## config.mk

```make
export PLATFORM = sky130hd
export DESIGN_NAME = sfcd_datapath
export DESIGN_NICKNAME = d
export VERILOG_FILES = /design/src/sfcd_pkg.sv /design/src/sfcd_lzc.sv /design/src/sfcd_datapath.sv
export VERILOG_INCLUDE_DIRS = /design/src
export SDC_FILE = /design/constraint.sdc
export NUM_CORES = 1
export LEC_CHECK = 0
export ABC_AREA = 1
export BUFFER_PORTS_ARGS = -buffer_cell sky130_fd_sc_hd__buf_2
export CAP_MARGIN = 10
export CORE_MARGIN = 4
export CORE_UTILIZATION = 30
export DETAILED_ROUTE_END_ITERATION = 6
export SYNTH_ARGS = -nofsm -noshare
export SYNTH_HDL_FRONTEND = slang
export SYNTH_SLANG_ARGS = --single-unit
export TNS_END_PERCENT = 1
```

## constraint.sdc

```tcl
create_clock -name ref_clk -period 8.54 [get_ports ref_clk]
set_input_delay 0.854 -clock ref_clk [delete_from_list [all_inputs] [get_ports ref_clk]]
set_output_delay 0.854 -clock ref_clk [all_outputs]
set_load 0.1 [all_outputs]
```

## src/sfcd_map.svh

```systemverilog
// constants for the single-precision classify and denormalize datapath
// assumes it is included by bare name from the package and the design files
`ifndef SFCD_MAP_SVH
`define SFCD_MAP_SVH

// -----------------------------------------------------------------
// word layout
// -----------------------------------------------------------------
`define SFCD_SIGN_BIT   31
`define SFCD_EXP_HI     30
`define SFCD_EXP_LO     23
`define SFCD_FRAC_HI    22
`define SFCD_QUIET_BIT  22
`define SFCD_SIG_BITS   5'h18

// -----------------------------------------------------------------
// exponent constants
// -----------------------------------------------------------------
`define SFCD_EXP_ZERO   8'h00
`define SFCD_EXP_MAX    8'hFF
`define SFCD_BIAS8      8'h7F
`define SFCD_BIAS12     12'sh07F
`define SFCD_EXP_MIN    (-12'sh07E)
`define SFCD_EXP_TOP    12'sh07F
`define SFCD_INDEF      32'hFFC00000

// -----------------------------------------------------------------
// rounding mode code that yields a negative exact zero
// -----------------------------------------------------------------
`define SFCD_RND_DOWN   2'h1

`endif

```

## src/sfcd_pkg.sv

```systemverilog
// types shared by the classify and denormalize datapath
// assumes sfcd_map.svh is on the include path
`include "sfcd_map.svh"

package sfcd_pkg;

    // operand and result classes
    typedef enum logic [2:0] {
        sfcd_zero,
        sfcd_denormal,
        sfcd_normal,
        sfcd_infinity,
        sfcd_quiet_not_a_number,
        sfcd_signaling_not_a_number,
        sfcd_indefinite
    } sfcd_class_e;

    // all registered state of the top module
    typedef struct packed {
        logic              op_out_valid;
        sfcd_class_e       a_class;
        sfcd_class_e       b_class;
        logic              a_negative;
        logic              b_negative;
        logic signed [9:0] a_exp;
        logic signed [9:0] b_exp;
        logic [23:0]       a_sig;
        logic [23:0]       b_sig;
        logic              denormal_operand;
        logic              operands_equal;
        logic              res_out_valid;
        logic [31:0]       res_word;
        sfcd_class_e       res_class;
        logic              underflow;
    } sfcd_state_s;

endpackage : sfcd_pkg

```

## src/sfcd_lzc.sv

```systemverilog
// leading zero counter for a 24-bit significand
// assumes a purely combinational use inside the result path
`timescale 1ns/1ns
`include "sfcd_map.svh"

module sfcd_lzc (
    input  wire logic [23:0] sig,   // significand, integer bit at the top
    output logic      [4:0]  count  // leading zeros, 24 when all zero
);
    import sfcd_pkg::*;

    // -----------------------------------------------------------------
    // scan from the bottom so the topmost one wins
    // -----------------------------------------------------------------
    always_comb begin
        count = `SFCD_SIG_BITS;
        for (int i = 0; i < 24; i++) begin
            if (sig[i]) begin
                count = 5'(23 - i);
            end
        end
    end

endmodule : sfcd_lzc

```

## src/sfcd_datapath.sv

```systemverilog
// single-precision operand classifier and result normalizer
// assumes operands and raw results arrive synchronous to ref_clk
// assumes the pipeline around it consumes outputs one cycle later
`timescale 1ns/1ns
`include "sfcd_map.svh"

module sfcd_datapath (
    input  wire logic                      ref_clk,          // core clock, 250 MHz
    input  wire logic                      reset,            // synchronous, active high
    // operand side
    input  wire logic                      op_valid,         // operand pair present
    input  wire logic [31:0]               op_a,             // first source word
    input  wire logic [31:0]               op_b,             // second source word
    // raw result side
    input  wire logic                      res_valid,        // raw result present
    input  wire logic                      res_sign,         // sign of the raw result
    input  wire logic signed [9:0]         res_exp,          // true exponent, unbiased
    input  wire logic [23:0]               res_sig,          // integer bit plus fraction
    input  wire logic                      res_cancel,       // exact zero by cancellation
    input  wire logic [1:0]                rnd_mode,         // selected rounding mode
    // decoded operands
    output logic                           op_out_valid,     // decoded pair valid
    output sfcd_pkg::sfcd_class_e          a_class,          // class of first operand
    output sfcd_pkg::sfcd_class_e          b_class,          // class of second operand
    output logic                           a_negative,       // sign of first operand
    output logic                           b_negative,       // sign of second operand
    output logic signed [9:0]              a_exp,            // true exponent of a
    output logic signed [9:0]              b_exp,            // true exponent of b
    output logic [23:0]                    a_sig,            // full significand of a
    output logic [23:0]                    b_sig,            // full significand of b
    output logic                           denormal_operand, // a denormal was supplied
    output logic                           operands_equal,   // a equals b in value
    // packed result
    output logic                           res_out_valid,    // result word valid
    output logic [31:0]                    res_word,         // encoded result
    output sfcd_pkg::sfcd_class_e          res_class,        // class of the result
    output logic                           underflow         // tiny result produced
);
    import sfcd_pkg::*;

    // -----------------------------------------------------------------
    // state and intermediates
    // -----------------------------------------------------------------
    sfcd_state_s        state;      // registered copy
    sfcd_state_s        next_state; // combinational copy
    logic [4:0]         lead_zeros; // leading zeros of the raw significand
    logic signed [11:0] wide_exp;   // raw exponent widened for headroom
    logic signed [11:0] room;       // places left above the minimum
    logic [4:0]         shl;        // left shift actually applied
    logic signed [11:0] exp1;       // exponent after normalizing
    logic [23:0]        sig1;       // significand after normalizing
    logic signed [11:0] rsh;        // right shift for gradual underflow
    logic signed [11:0] exp2;       // exponent after denormalizing
    logic [23:0]        sig2;       // significand after denormalizing
    logic signed [11:0] biased;     // exponent with the bias added
    logic               zero_sign;  // sign chosen for an exact zero

    // -----------------------------------------------------------------
    // decode helpers
    // -----------------------------------------------------------------

    // sort one encoding into its class
    function automatic sfcd_class_e sfcd_classify(input logic [31:0] w);
        logic [7:0]  e;
        logic [22:0] f;
        e = w[`SFCD_EXP_HI:`SFCD_EXP_LO];
        f = w[`SFCD_FRAC_HI:0];
        if (e == `SFCD_EXP_ZERO) begin
            // zero exponent splits on the fraction
            if (f == 23'h000000) begin
                sfcd_classify = sfcd_zero;
            end else begin
                sfcd_classify = sfcd_denormal;
            end
        end else if (e == `SFCD_EXP_MAX) begin
            // top exponent holds the non-numbers
            if (f == 23'h000000) begin
                sfcd_classify = sfcd_infinity;
            end else if (w == `SFCD_INDEF) begin
                sfcd_classify = sfcd_indefinite;
            end else if (f[`SFCD_QUIET_BIT]) begin
                sfcd_classify = sfcd_quiet_not_a_number;
            end else begin
                sfcd_classify = sfcd_signaling_not_a_number;
            end
        end else begin
            // biased 1 through 254
            sfcd_classify = sfcd_normal;
        end
    endfunction : sfcd_classify

    // true exponent; denormals sit at the minimum, not at minus bias
    function automatic logic signed [9:0] sfcd_true_exp(input logic [31:0] w);
        logic [7:0] e;
        e = w[`SFCD_EXP_HI:`SFCD_EXP_LO];
        if (e == `SFCD_EXP_ZERO) begin
            sfcd_true_exp = 10'(`SFCD_EXP_MIN);
        end else begin
            sfcd_true_exp = $signed({2'h0, e}) - $signed({2'h0, `SFCD_BIAS8});
        end
    endfunction : sfcd_true_exp

    // full significand with the implied integer bit restored
    function automatic logic [23:0] sfcd_signif(input logic [31:0] w);
        logic j_bit;
        j_bit = (w[`SFCD_EXP_HI:`SFCD_EXP_LO] != `SFCD_EXP_ZERO);
        sfcd_signif = {j_bit, w[`SFCD_FRAC_HI:0]};
    endfunction : sfcd_signif

    // true when the class is a non-number
    function automatic logic sfcd_is_nan(input sfcd_class_e c);
        sfcd_is_nan = (c == sfcd_quiet_not_a_number)
                    || (c == sfcd_signaling_not_a_number)
                    || (c == sfcd_indefinite);
    endfunction : sfcd_is_nan

    // -----------------------------------------------------------------
    // leading zero counter for the result path
    // -----------------------------------------------------------------
    sfcd_lzc u_lzc (
        .sig   (res_sig),
        .count (lead_zeros)
    );

    // -----------------------------------------------------------------
    // next state
    // -----------------------------------------------------------------
    // one stage: both paths settle within a single 4 ns period,
    // traded for latency since the shifters are only 24 bits wide
    always_comb begin
        next_state = state;
        wide_exp   = {{2{res_exp[9]}}, res_exp};
        room       = wide_exp - `SFCD_EXP_MIN;
        shl        = 5'h00;
        exp1       = wide_exp;
        sig1       = res_sig;
        rsh        = 12'sh000;
        exp2       = wide_exp;
        sig2       = res_sig;
        biased     = 12'sh000;
        zero_sign  = res_sign;

        // operand decode, held between valid pairs
        next_state.op_out_valid = op_valid;
        if (op_valid) begin
            next_state.a_class    = sfcd_classify(op_a);
            next_state.b_class    = sfcd_classify(op_b);
            next_state.a_negative = op_a[`SFCD_SIGN_BIT];
            next_state.b_negative = op_b[`SFCD_SIGN_BIT];
            next_state.a_exp      = sfcd_true_exp(op_a);
            next_state.b_exp      = sfcd_true_exp(op_b);
            next_state.a_sig      = sfcd_signif(op_a);
            next_state.b_sig      = sfcd_signif(op_b);
            // either source being tiny is enough
            next_state.denormal_operand =
                (sfcd_classify(op_a) == sfcd_denormal)
                || (sfcd_classify(op_b) == sfcd_denormal);
            // non-numbers never compare equal; signed zeros do
            if (sfcd_is_nan(sfcd_classify(op_a))
                || sfcd_is_nan(sfcd_classify(op_b))) begin
                next_state.operands_equal = 1'b0;
            end else if ((sfcd_classify(op_a) == sfcd_zero)
                         && (sfcd_classify(op_b) == sfcd_zero)) begin
                next_state.operands_equal = 1'b1;
            end else begin
                next_state.operands_equal = (op_a == op_b);
            end
        end else begin
            // exception indications are one-cycle pulses
            next_state.denormal_operand = 1'b0;
        end

        // normalize: spend leading zeros only while above the minimum
        if ($signed({7'h00, lead_zeros}) <= room) begin
            shl = lead_zeros;
        end else if (room > 12'sh000) begin
            shl = room[4:0];
        end else begin
            shl = 5'h00;
        end
        exp1 = wide_exp - $signed({7'h00, shl});
        sig1 = res_sig << shl;

        // gradual underflow: shift right until the minimum is reached
        if (exp1 < `SFCD_EXP_MIN) begin
            rsh  = `SFCD_EXP_MIN - exp1;
            exp2 = `SFCD_EXP_MIN;
            if (rsh >= $signed({7'h00, `SFCD_SIG_BITS})) begin
                sig2 = 24'h000000;
            end else begin
                sig2 = sig1 >> rsh[4:0];
            end
        end else begin
            exp2 = exp1;
            sig2 = sig1;
        end
        biased = exp2 + `SFCD_BIAS12;

        // sign of an exact zero from cancellation follows rounding
        if (res_cancel) begin
            zero_sign = (rnd_mode == `SFCD_RND_DOWN);
        end else begin
            zero_sign = res_sign;
        end

        // pack the result; bits shifted out are dropped, no rounding
        next_state.res_out_valid = res_valid;
        next_state.underflow     = 1'b0;
        if (res_valid) begin
            if (res_sig == 24'h000000) begin
                // exact zero
                next_state.res_word  = {zero_sign, 31'h00000000};
                next_state.res_class = sfcd_zero;
            end else if (sig2 == 24'h000000) begin
                // everything shifted out: tiny result flushed to zero
                next_state.res_word  = {res_sign, 31'h00000000};
                next_state.res_class = sfcd_zero;
                next_state.underflow = 1'b1;
            end else if (exp2 > `SFCD_EXP_TOP) begin
                // beyond the top exponent: saturate to infinity
                next_state.res_word  = {res_sign, `SFCD_EXP_MAX, 23'h000000};
                next_state.res_class = sfcd_infinity;
            end else if (sig2[23]) begin
                // integer bit set: normal encoding
                next_state.res_word  = {res_sign, biased[7:0], sig2[22:0]};
                next_state.res_class = sfcd_normal;
            end else begin
                // could not normalize: denormal encoding
                next_state.res_word  = {res_sign, `SFCD_EXP_ZERO, sig2[22:0]};
                next_state.res_class = sfcd_denormal;
                next_state.underflow = 1'b1;
            end
        end
    end

    // -----------------------------------------------------------------
    // state register
    // -----------------------------------------------------------------
    // synchronous reset clears everything to a quiet zero
    always_ff @(posedge ref_clk) begin
        if (reset) begin
            state <= '0;
        end else begin
            state <= next_state;
        end
    end

    // -----------------------------------------------------------------
    // outputs, each straight from the state register
    // -----------------------------------------------------------------
    assign op_out_valid     = state.op_out_valid;
    assign a_class          = state.a_class;
    assign b_class          = state.b_class;
    assign a_negative       = state.a_negative;
    assign b_negative       = state.b_negative;
    assign a_exp            = state.a_exp;
    assign b_exp            = state.b_exp;
    assign a_sig            = state.a_sig;
    assign b_sig            = state.b_sig;
    assign denormal_operand = state.denormal_operand;
    assign operands_equal   = state.operands_equal;
    assign res_out_valid    = state.res_out_valid;
    assign res_word         = state.res_word;
    assign res_class        = state.res_class;
    assign underflow        = state.underflow;

endmodule : sfcd_datapath

```

# == Yosys cells after proc, flatten, opt, wreduce, memory -nomap -nowiden ==
# Cells that the tools add are included.
# totals
reg_bits,116
out_inout_bits,116
elab_cells,121
inputBits,106
# op_classes
n_eq_ne,14
shift,2
n_mux,58
magnitude_cmp,5
reduce_logical,19
n_bitwise,2
n_addsub,6
# op_table
operator,count
two-way mux 5 bit,18
two-way mux 35 bit,2
two-way mux 34 bit,2
== test 32 bit (second input constant),2
zero test 24 bit,2
two-way mux 24 bit,2
zero test 23 bit,2
two-way mux 3 bit,14
== test 32 bit,1
two-way mux 4 bit,8
<< shifter 24 x 5 -> 24 bit,1
right shift 24 x 5 -> 24 bit,1
two-way mux 10 bit,2
== test 3 bit (second input constant),6
subtractor 8 x 7 -> 9 bit (second input constant),2
== test 8 bit (second input constant),2
zero test 8 bit,2
nonzero test 8 bit,2
greater-or-equal comparator 12 x 6 -> 1 bit (second input constant),1
> comparator 12 x 8 -> 1 bit (second input constant),1
two-way mux 12 bit,1
subtractor 8 x 11 -> 12 bit (first input constant),1
> comparator 11 x 1 -> 1 bit (second input constant),1
less-or-equal comparator 6 x 11 -> 1 bit,1
other kinds (13),29

# == Depth between registers and ports, before layout ==
# Gate-level depths: netlist of the first run.
# depth
depth_word,35
ltp_mapped,63
depth_no_buf,61

# == Hierarchy ==
# From an unflattened synthesis of the first run, not the netlist that was laid out.
# hier_totals
hier_cells,1556
hier_area_um2,9449.1
# by_module_without_submodules
module,seq_area_each_um2,cells_per_inst,instances,area_each_um2
sfcd_datapath,2262.2,1482,1,9135.0
sfcd_lzc,0.0,74,1,314.1

# == Worst setup path before layout of the first run ==
# No wires, ideal clock.
# synth_timing
path_type,in2reg
startpoint,input res_sig[1]
endpoint,"register state, in the netlist res_word[29]"
path_slack_ns,1.748
required_ns,8.408
arrival_time_ns,6.660
setup_time_ns,0.132
stages,61
n_path_buf,3
path_cell_list,inv_1 > nand2_1 > nand2_1 > nand2_1 > nand2_1 > nand2_1 > nand2_1 > nand2_1 > nand2_1 > nand2_1 > nand2_1 > nand2_1 > nand2_1 > nand2_1 > nand2_1 > nand2_1 > nand2_1 > nand2_1 > [... 25 more ...] > nand2_1 > inv_1 > nor3_1 > o21ai_0 > nand2_1 > a31oi_1 > clkbuf_1 > inv_1 > buf_2 > nand2_1 > inv_1 > ha_1 > inv_1 > nor3_1 > nand2_1 > xor2_1 > o21ai_1 > a21oi_1
# synth_between
elab_chain_cells,34
elab_cells_between_ends,42
cone_classes,add/sub: 3; order compare: 4; shift: 2; mux: 31; reduce/logical: 2
# synth_lines
element,line,source
start: declaration,sfcd_datapath.sv:18,"input wire logic [23:0] res_sig,"
branches (longest 33 deep; another with two-way mux 5 bit),--,
two-way mux 35 bit (*),sfcd_datapath.sv:210,if (res_sig == 24'h000000) begin
end signal: assignment,sfcd_datapath.sv:244,state <= next_state;
end: declaration,sfcd_datapath.sv:44,sfcd_state_s state;
# Mark *: on every way between the ends.
# A chain may end at the register's enable or synchronous reset.

# == Final worst setup path of the first run ==
# Same ends and word-level chain as after synthesis.

==> flow_metrics.tcl, run 1 <==
set metrics [dict create \
    slowest_delay_ps 440 \
    multi_input_area_um2 5940 \
    hold_path_class "flop to flop" \
    htree_levels 4 \
    tns_ps 0 \
    regArea_um2 2260 \
    track_usage 0.196 \
    syn-cell-area_um2 9160 \
    die_h_um 183 \
    cts_hold_buf 0 \
    placed_area_um2 10500 \
    synth.distinct_cells 53 \
    drc 0 \
    drive_gt1_frac 0.183 \
    cpMaxStageDelayCell "fa_1" \
    numClockSinks 113 \
    cts_tree "yes" \
    avgSynthCellArea_um2 5.94 \
    fin_worst_skew_ps 0 \
    fmax_mhz 136 \
    place_congestion 0.968 \
    ys.warnings.count 0 \
    portBuffers 220 \
    clk_path_buf_depth 2 \
    powerDensity_nw_per_um2 205 \
    synth_top_area_cell "dfxtp_1" \
    max_cap_violations 0 \
    place_hpwl_mm 27.0 \
    grt_max_degree 100 \
    critPathKind "input pin to flop" \
    ant_nets 0 \
    synth_top_area_frac 0.247 \
    clk_pin_slew_ps 60 \
    antenna_found_initial 1 \
    critPathLaunchType "input pin" \
    die_width_um 183 \
    yosys_most_used_dff "dfxtp_1" \
    finalNetCount 1848 \
    yosysSeqAreaShare 0.247 \
    setup_violations 0 \
    holdPathEnd "res_word[0]" \
    wl_per_cell_um 16.1 \
    crit_required_ps 8810 \
    min_from "res_word[0]" \
    design_area_um2 11100 \
    wl_mm 34.3 \
    slew_violations 0 \
    synth-edff-count 0 \
    path_max_fanout 27 \
    worstMarginPinSlew_ps 891 \
    start_util 0.307 \
    syn2layout_area_growth_pct 21.1 \
    p_leak_nw 5.53 \
    crit_arrival_ps 7650 \
    fp.dieArea_um2 33400 \
    cts_made_buffers 17 \
    rsz0062_at_grt "no" \
    yosysMostFrequentCell "nand2_1" \
    cts-root-buf "clkbuf_16" \
    synthesis.nets 1668 \
    vias_per_cell 5.11 \
    synthTopCellsByCount "nand2_1 (418), nand3_1 (286), inv_1 (132)" \
    grt_pass1_vias 9950 \
    async_reset_ff_frac 0 \
    min_path_cells 2 \
    clock_latency_ps 420 \
    synthCells 1543 \
    ios 222 \
    regToRegStartpoint "res_word[27]" \
    end_kind "flop" \
    irDropWorstVdd_uv 147 \
    nFillCells 3362 \
    grt_overflow 0 \
    synth_area_leaders "dfxtp_1 (25%), nand2_1 (17%), nand3_1 (16%)" \
    timing.rr.end "res_word[27]" \
    cts_resized 0 \
    rows 63 \
    post-route-period-util 0.864 \
    core-area_um2 29900 \
    initialDrtViolationCount 971 \
    first_pass_iters 5 \
    min_period_ps 7380 \
    cpMostUsedCell "nand2_1" \
    rrSetupSlack_ps 7820 \
    synth_seq_cells 113 \
    grt_pass1_wl_mm 53.6 \
    reg2reg_depth 2 \
    vias 10859 \
    cts_setup_buffers 0 \
    hold_viol_final 0 \
    status "finished clean" \
    relSlewSlack 0.406 \
]
==> metrics by stage <==
stage / setup WS, ps / util / hold WS, ps / total power, W / instances
global placement: 694 / 0.352 / 450 / 0.00159 / 2094
detailed placement: 498 / 0.352 / 454 / 0.00159 / 2094
global route: 183 / 0.371 / 479 / 0.00241 / 2126
CTS: 935 / 0.371 / 463 / 0.00228 / 2126
floorplan: 1750 / - / 909 / 0.00134 / 1543
finish: 1160 / 0.371 / 462 / 0.00228 / 2127
==> kinds of logic after synthesis <==
kind of cell / Yosys count / share of synthesized area
and+or+nand+nor: 913 / 0.442
buffers and inverters: 227 / 0.106
AOI/OAI and AO/OA: 226 / 0.135
DFF: 113 / 0.247
xor gates and xnor gates: 44 / 0.0421
adders and majority gates: 19 / 0.0268
other: 1 / 0.000409
==> layout by cell type, fill, tap and decap left out, types with 3 or more instances in the layout <==
| cell | count |
|---|---|
| nand3_1 | 286 |
| o21ai_0 | 70 |
| inv_6 | 7 |
| buf_2 | 220 |
| nand2_2 | 11 |
| inv_1 | 132 |
| o31ai_1 | 3 |
| dfxtp_1 | 113 |
| or2_2 | 4 |
| o221ai_1 | 4 |
| nor2_1 | 115 |
| ha_1 | 18 |
| clkinv_4 | 3 |
| a21oi_2 | 3 |
| clkinv_1 | 4 |
| o21ai_1 | 13 |
| nand4_1 | 36 |
| inv_2 | 5 |
| clkbuf_16 | 17 |
| a21oi_1 | 109 |
| nand3b_1 | 3 |
| nor4_1 | 14 |
| o211ai_1 | 5 |
| nor3_1 | 10 |
| a31oi_1 | 3 |
| o2111ai_1 | 4 |
| xnor2_1 | 27 |
| nand3_2 | 6 |
| buf_4 | 26 |
| nand2_1 | 418 |
| xor2_1 | 16 |
==> registers in the layout, summed over array words and instances, names as in the netlist, 2 cells and up <==
| signal | count |
|---|---|
| a_class | 3 |
| a_exp | 9 |
| a_sig | 24 |
| b_class | 3 |
| b_exp | 9 |
| b_sig | 24 |
| res_class | 2 |
| res_word | 32 |
==> worst max path at each step <==
| stage | start | end | slack (ps) | depth (start not counted) |
|---|---|---|---|---|
| 3_3_place_gp | res_sig[1] | res_class[0] | 690 | 59 |
| 2_1_floorplan | res_sig[1] | res_word[29] | 1750 | 61 |
| 6_report | res_sig[1] | res_word[29] | 1160 | 60 |
| 4_1_cts | res_sig[1] | res_class[0] | 940 | 59 |
| 3_5_place_dp | res_sig[1] | res_class[0] | 500 | 59 |
| 5_1_grt | res_sig[1] | res_word[29] | 180 | 60 |
==> critical path: cells and delay by family <==
family | cells | cell delay (ps)
fa+ha+maj | 3 | 840
buf+inv | 10 | 1190
compound gates | 8 | 1160
simple gates | 38 | 3390
xor+xnor | 1 | 150
==> layer usage <==
| layer | share of wire | global-route usage | vias to the layer above | wire, um |
|---|---|---|---|---|
| li1 | - | - | 5506 | - |
| met1 | 0.48 | 0.287 | 4872 | 16500 |
| met2 | 0.43 | 0.296 | 422 | 14700 |
| met3 | 0.062 | 0.0287 | 57 | 2120 |
| met4 | 0.029 | 0.0645 | 2 | 996 |
| met5 | 0.00029 | 0 | - | 10 |
==> where the power goes <==
group | internal, W | switching (W) | total (W)
Sequential | 0.000561 | 0.0000177 | 0.000579
Clock | 0.000408 | 0.000278 | 0.000686
Combinational | 0.000251 | 0.000760 | 0.00101
==> area by class of cell <==
| cell class | count | share of cell area |
|---|---|---|
| diodes | 1 | 0.000226 |
| well taps | 390 | 0.0440 |
| clock buffers | 17 | 0.0383 |
| multi-input cells | 1203 | 0.535 |
| clock inverters | 15 | 0.0134 |
| flip-flops and latches | 113 | 0.204 |
| inverters | 142 | 0.0483 |
| repair buffers | 246 | 0.117 |
Power figures use the tool's default switching activity.
==> inputs of run 2 (changes only) <==
CELL_PAD_IN_SITES_DETAIL_PLACEMENT = 2   (was unset)
CELL_PAD_IN_SITES_GLOBAL_PLACEMENT = 2   (was unset)
CORE_UTILIZATION = 28   (was 30)
PLACE_DENSITY_LB_ADDON = 0.1   (was unset)
==> run 2 against run 1 <==
Sequential power barely moved; flip-flop and latch count did not move; routed wire length rose by 23%.
==> flow_metrics.tcl, run 2 (same netlist as run 1, synthesis figures left out) <==
set metrics [dict create \
    status "finished clean" \
    slowest_delay_ps 480 \
    wl_met1_mm 20.9 \
    place_ws_ps 525 \
    slew_violations 0 \
    fp.dieArea_um2 35700 \
    critPathTopFamily "simple AND/OR/NAND/NOR gates" \
    dr_wl_met3_mm 1.52 \
    numClockSinks 113 \
    rsz0062_at_grt "no" \
    finalNetCount 1845 \
    dr_wl_met2_mm 18.9 \
    path_max_fanout 27 \
    tns_ps 0 \
    crit_arrival_ps 7850 \
    layout_commonest_cell "nand2_1" \
    grt_pass1_wl_mm 66.5 \
    grt_max_degree 100 \
    cts_setup_buffers 0 \
    ant_nets 0 \
    grt_overflow 0 \
    final_cell_mix "nand2_1 (418), nand3_1 (286), buf_2 (220), inv_1 (131), nor2_1 (116)" \
    final-instance-count-excl-fill 2170 \
    p_leak_nw 5.52 \
    cts_made_buffers 17 \
    drive_gt1_frac 0.182 \
    final_util 0.350 \
    vias_per_cell 5.19 \
    cts_tree "yes" \
    end_kind "flop" \
    worstMarginPinSlew_ps 935 \
    vias 11253 \
    max_cap_violations 0 \
    core-area_um2 31900 \
    relSlewSlack 0.377 \
    crit_buf_inv 10 \
    wl_mm 42.1 \
    crit_required_ps 8820 \
    power_w 0.00236 \
    drc 0 \
    fmax_mhz 132 \
    die_width_um 189 \
    clk_path_buf_depth 2 \
    initialDrtViolationCount 557 \
    start_util 0.287 \
    rows 65 \
    hold_viol_final 0 \
    post-route-period-util 0.887 \
    grt_pass1_vias 11572 \
    nFillCells 4081 \
    powerDensity_nw_per_um2 211 \
    dr.max_layer_used "met4" \
    hold_path_class "flop to flop" \
    min_period_ps 7570 \
    die_h_um 189 \
    place_hpwl_mm 33.3 \
    clk_pin_slew_ps 70 \
    fin_worst_skew_ps 0 \
    irDropWorstVdd_uv 141 \
    htree_levels 4 \
    antenna_found_initial 2 \
    dp_cells 2136 \
    critPathKind "input pin to flop" \
    ios 222 \
    wl_per_cell_um 19.4 \
    setup_violations 0 \
    cts-root-buf "clkbuf_16" \
    cpMostUsedCell "nand2_1" \
    clock_latency_ps 410 \
    syn2layout_area_growth_pct 21.7 \
    place_congestion 0.905 \
    setup_ws_ps 968 \
    track_usage 0.230 \
    portBuffers 220 \
    largest_reg_flops 32 \
    critPathLaunchType "input pin" \
    cpMaxStageDelayCell "a21boi_0" \
    first_pass_iters 5 \
]
## run 2: worst paths after layout
path / end / slack, ps / startpoint / cells past startpoint
worst max-delay path: res_class[0] / 970 / res_sig[0] / 45
worst min-delay path: res_word[13] / 460 / res_word[13] / 2
worst max register to register: a_sig[1] / 7810 / a_sig[1] / 2
worst min register to register: res_word[13] / 460 / res_word[13] / 2
## run 2: worst register-to-register path, delay by kind of cell (launching register included)
family / cells / cell delay [ps]
AOI/OAI and AO/OA: 2 / 260
DFF: 1 / 310
## run 2: layout make-up
class	instances	area (um^2)	area share
Clock inverter	15	161	0.0145
Clock buffer	17	425	0.0382
Inverter	142	536	0.0480
Multi-Input combinational cell	1203	5940	0.533
Timing Repair Buffer	243	1270	0.114
Antenna cell	2	5.00	0.000449
Tap cell	435	544	0.0488
Sequential cell	113	2260	0.203
## run 2: stage by stage
step | area [um^2] | hold slack [ps]
2_1_floorplan | 9160 | 909
3_3_place_gp | 10500 | 449
3_5_place_dp | 10500 | 455
4_1_cts | 11100 | 465
5_1_grt | 11100 | 491
6_report | 11100 | 463
## run 2: metal layers
layer	track usage	vias to the layer above
met4	0.0569	0
met3	0.0289	42
met5	0	-
li1	-	5492
met1	0.335	5483
met2	0.360	236
## run 2: report_power, final
part           switching, W  internal, W
clock network      0.000322     0.000416
registers         0.0000161     0.000561
logic              0.000793     0.000248
## run 2: what timing repair did
action                                  in CTS  in global routing
endpoints found under the setup margin       0                  1
hold buffers                                 0                  0
gates resized for setup                      0                  1
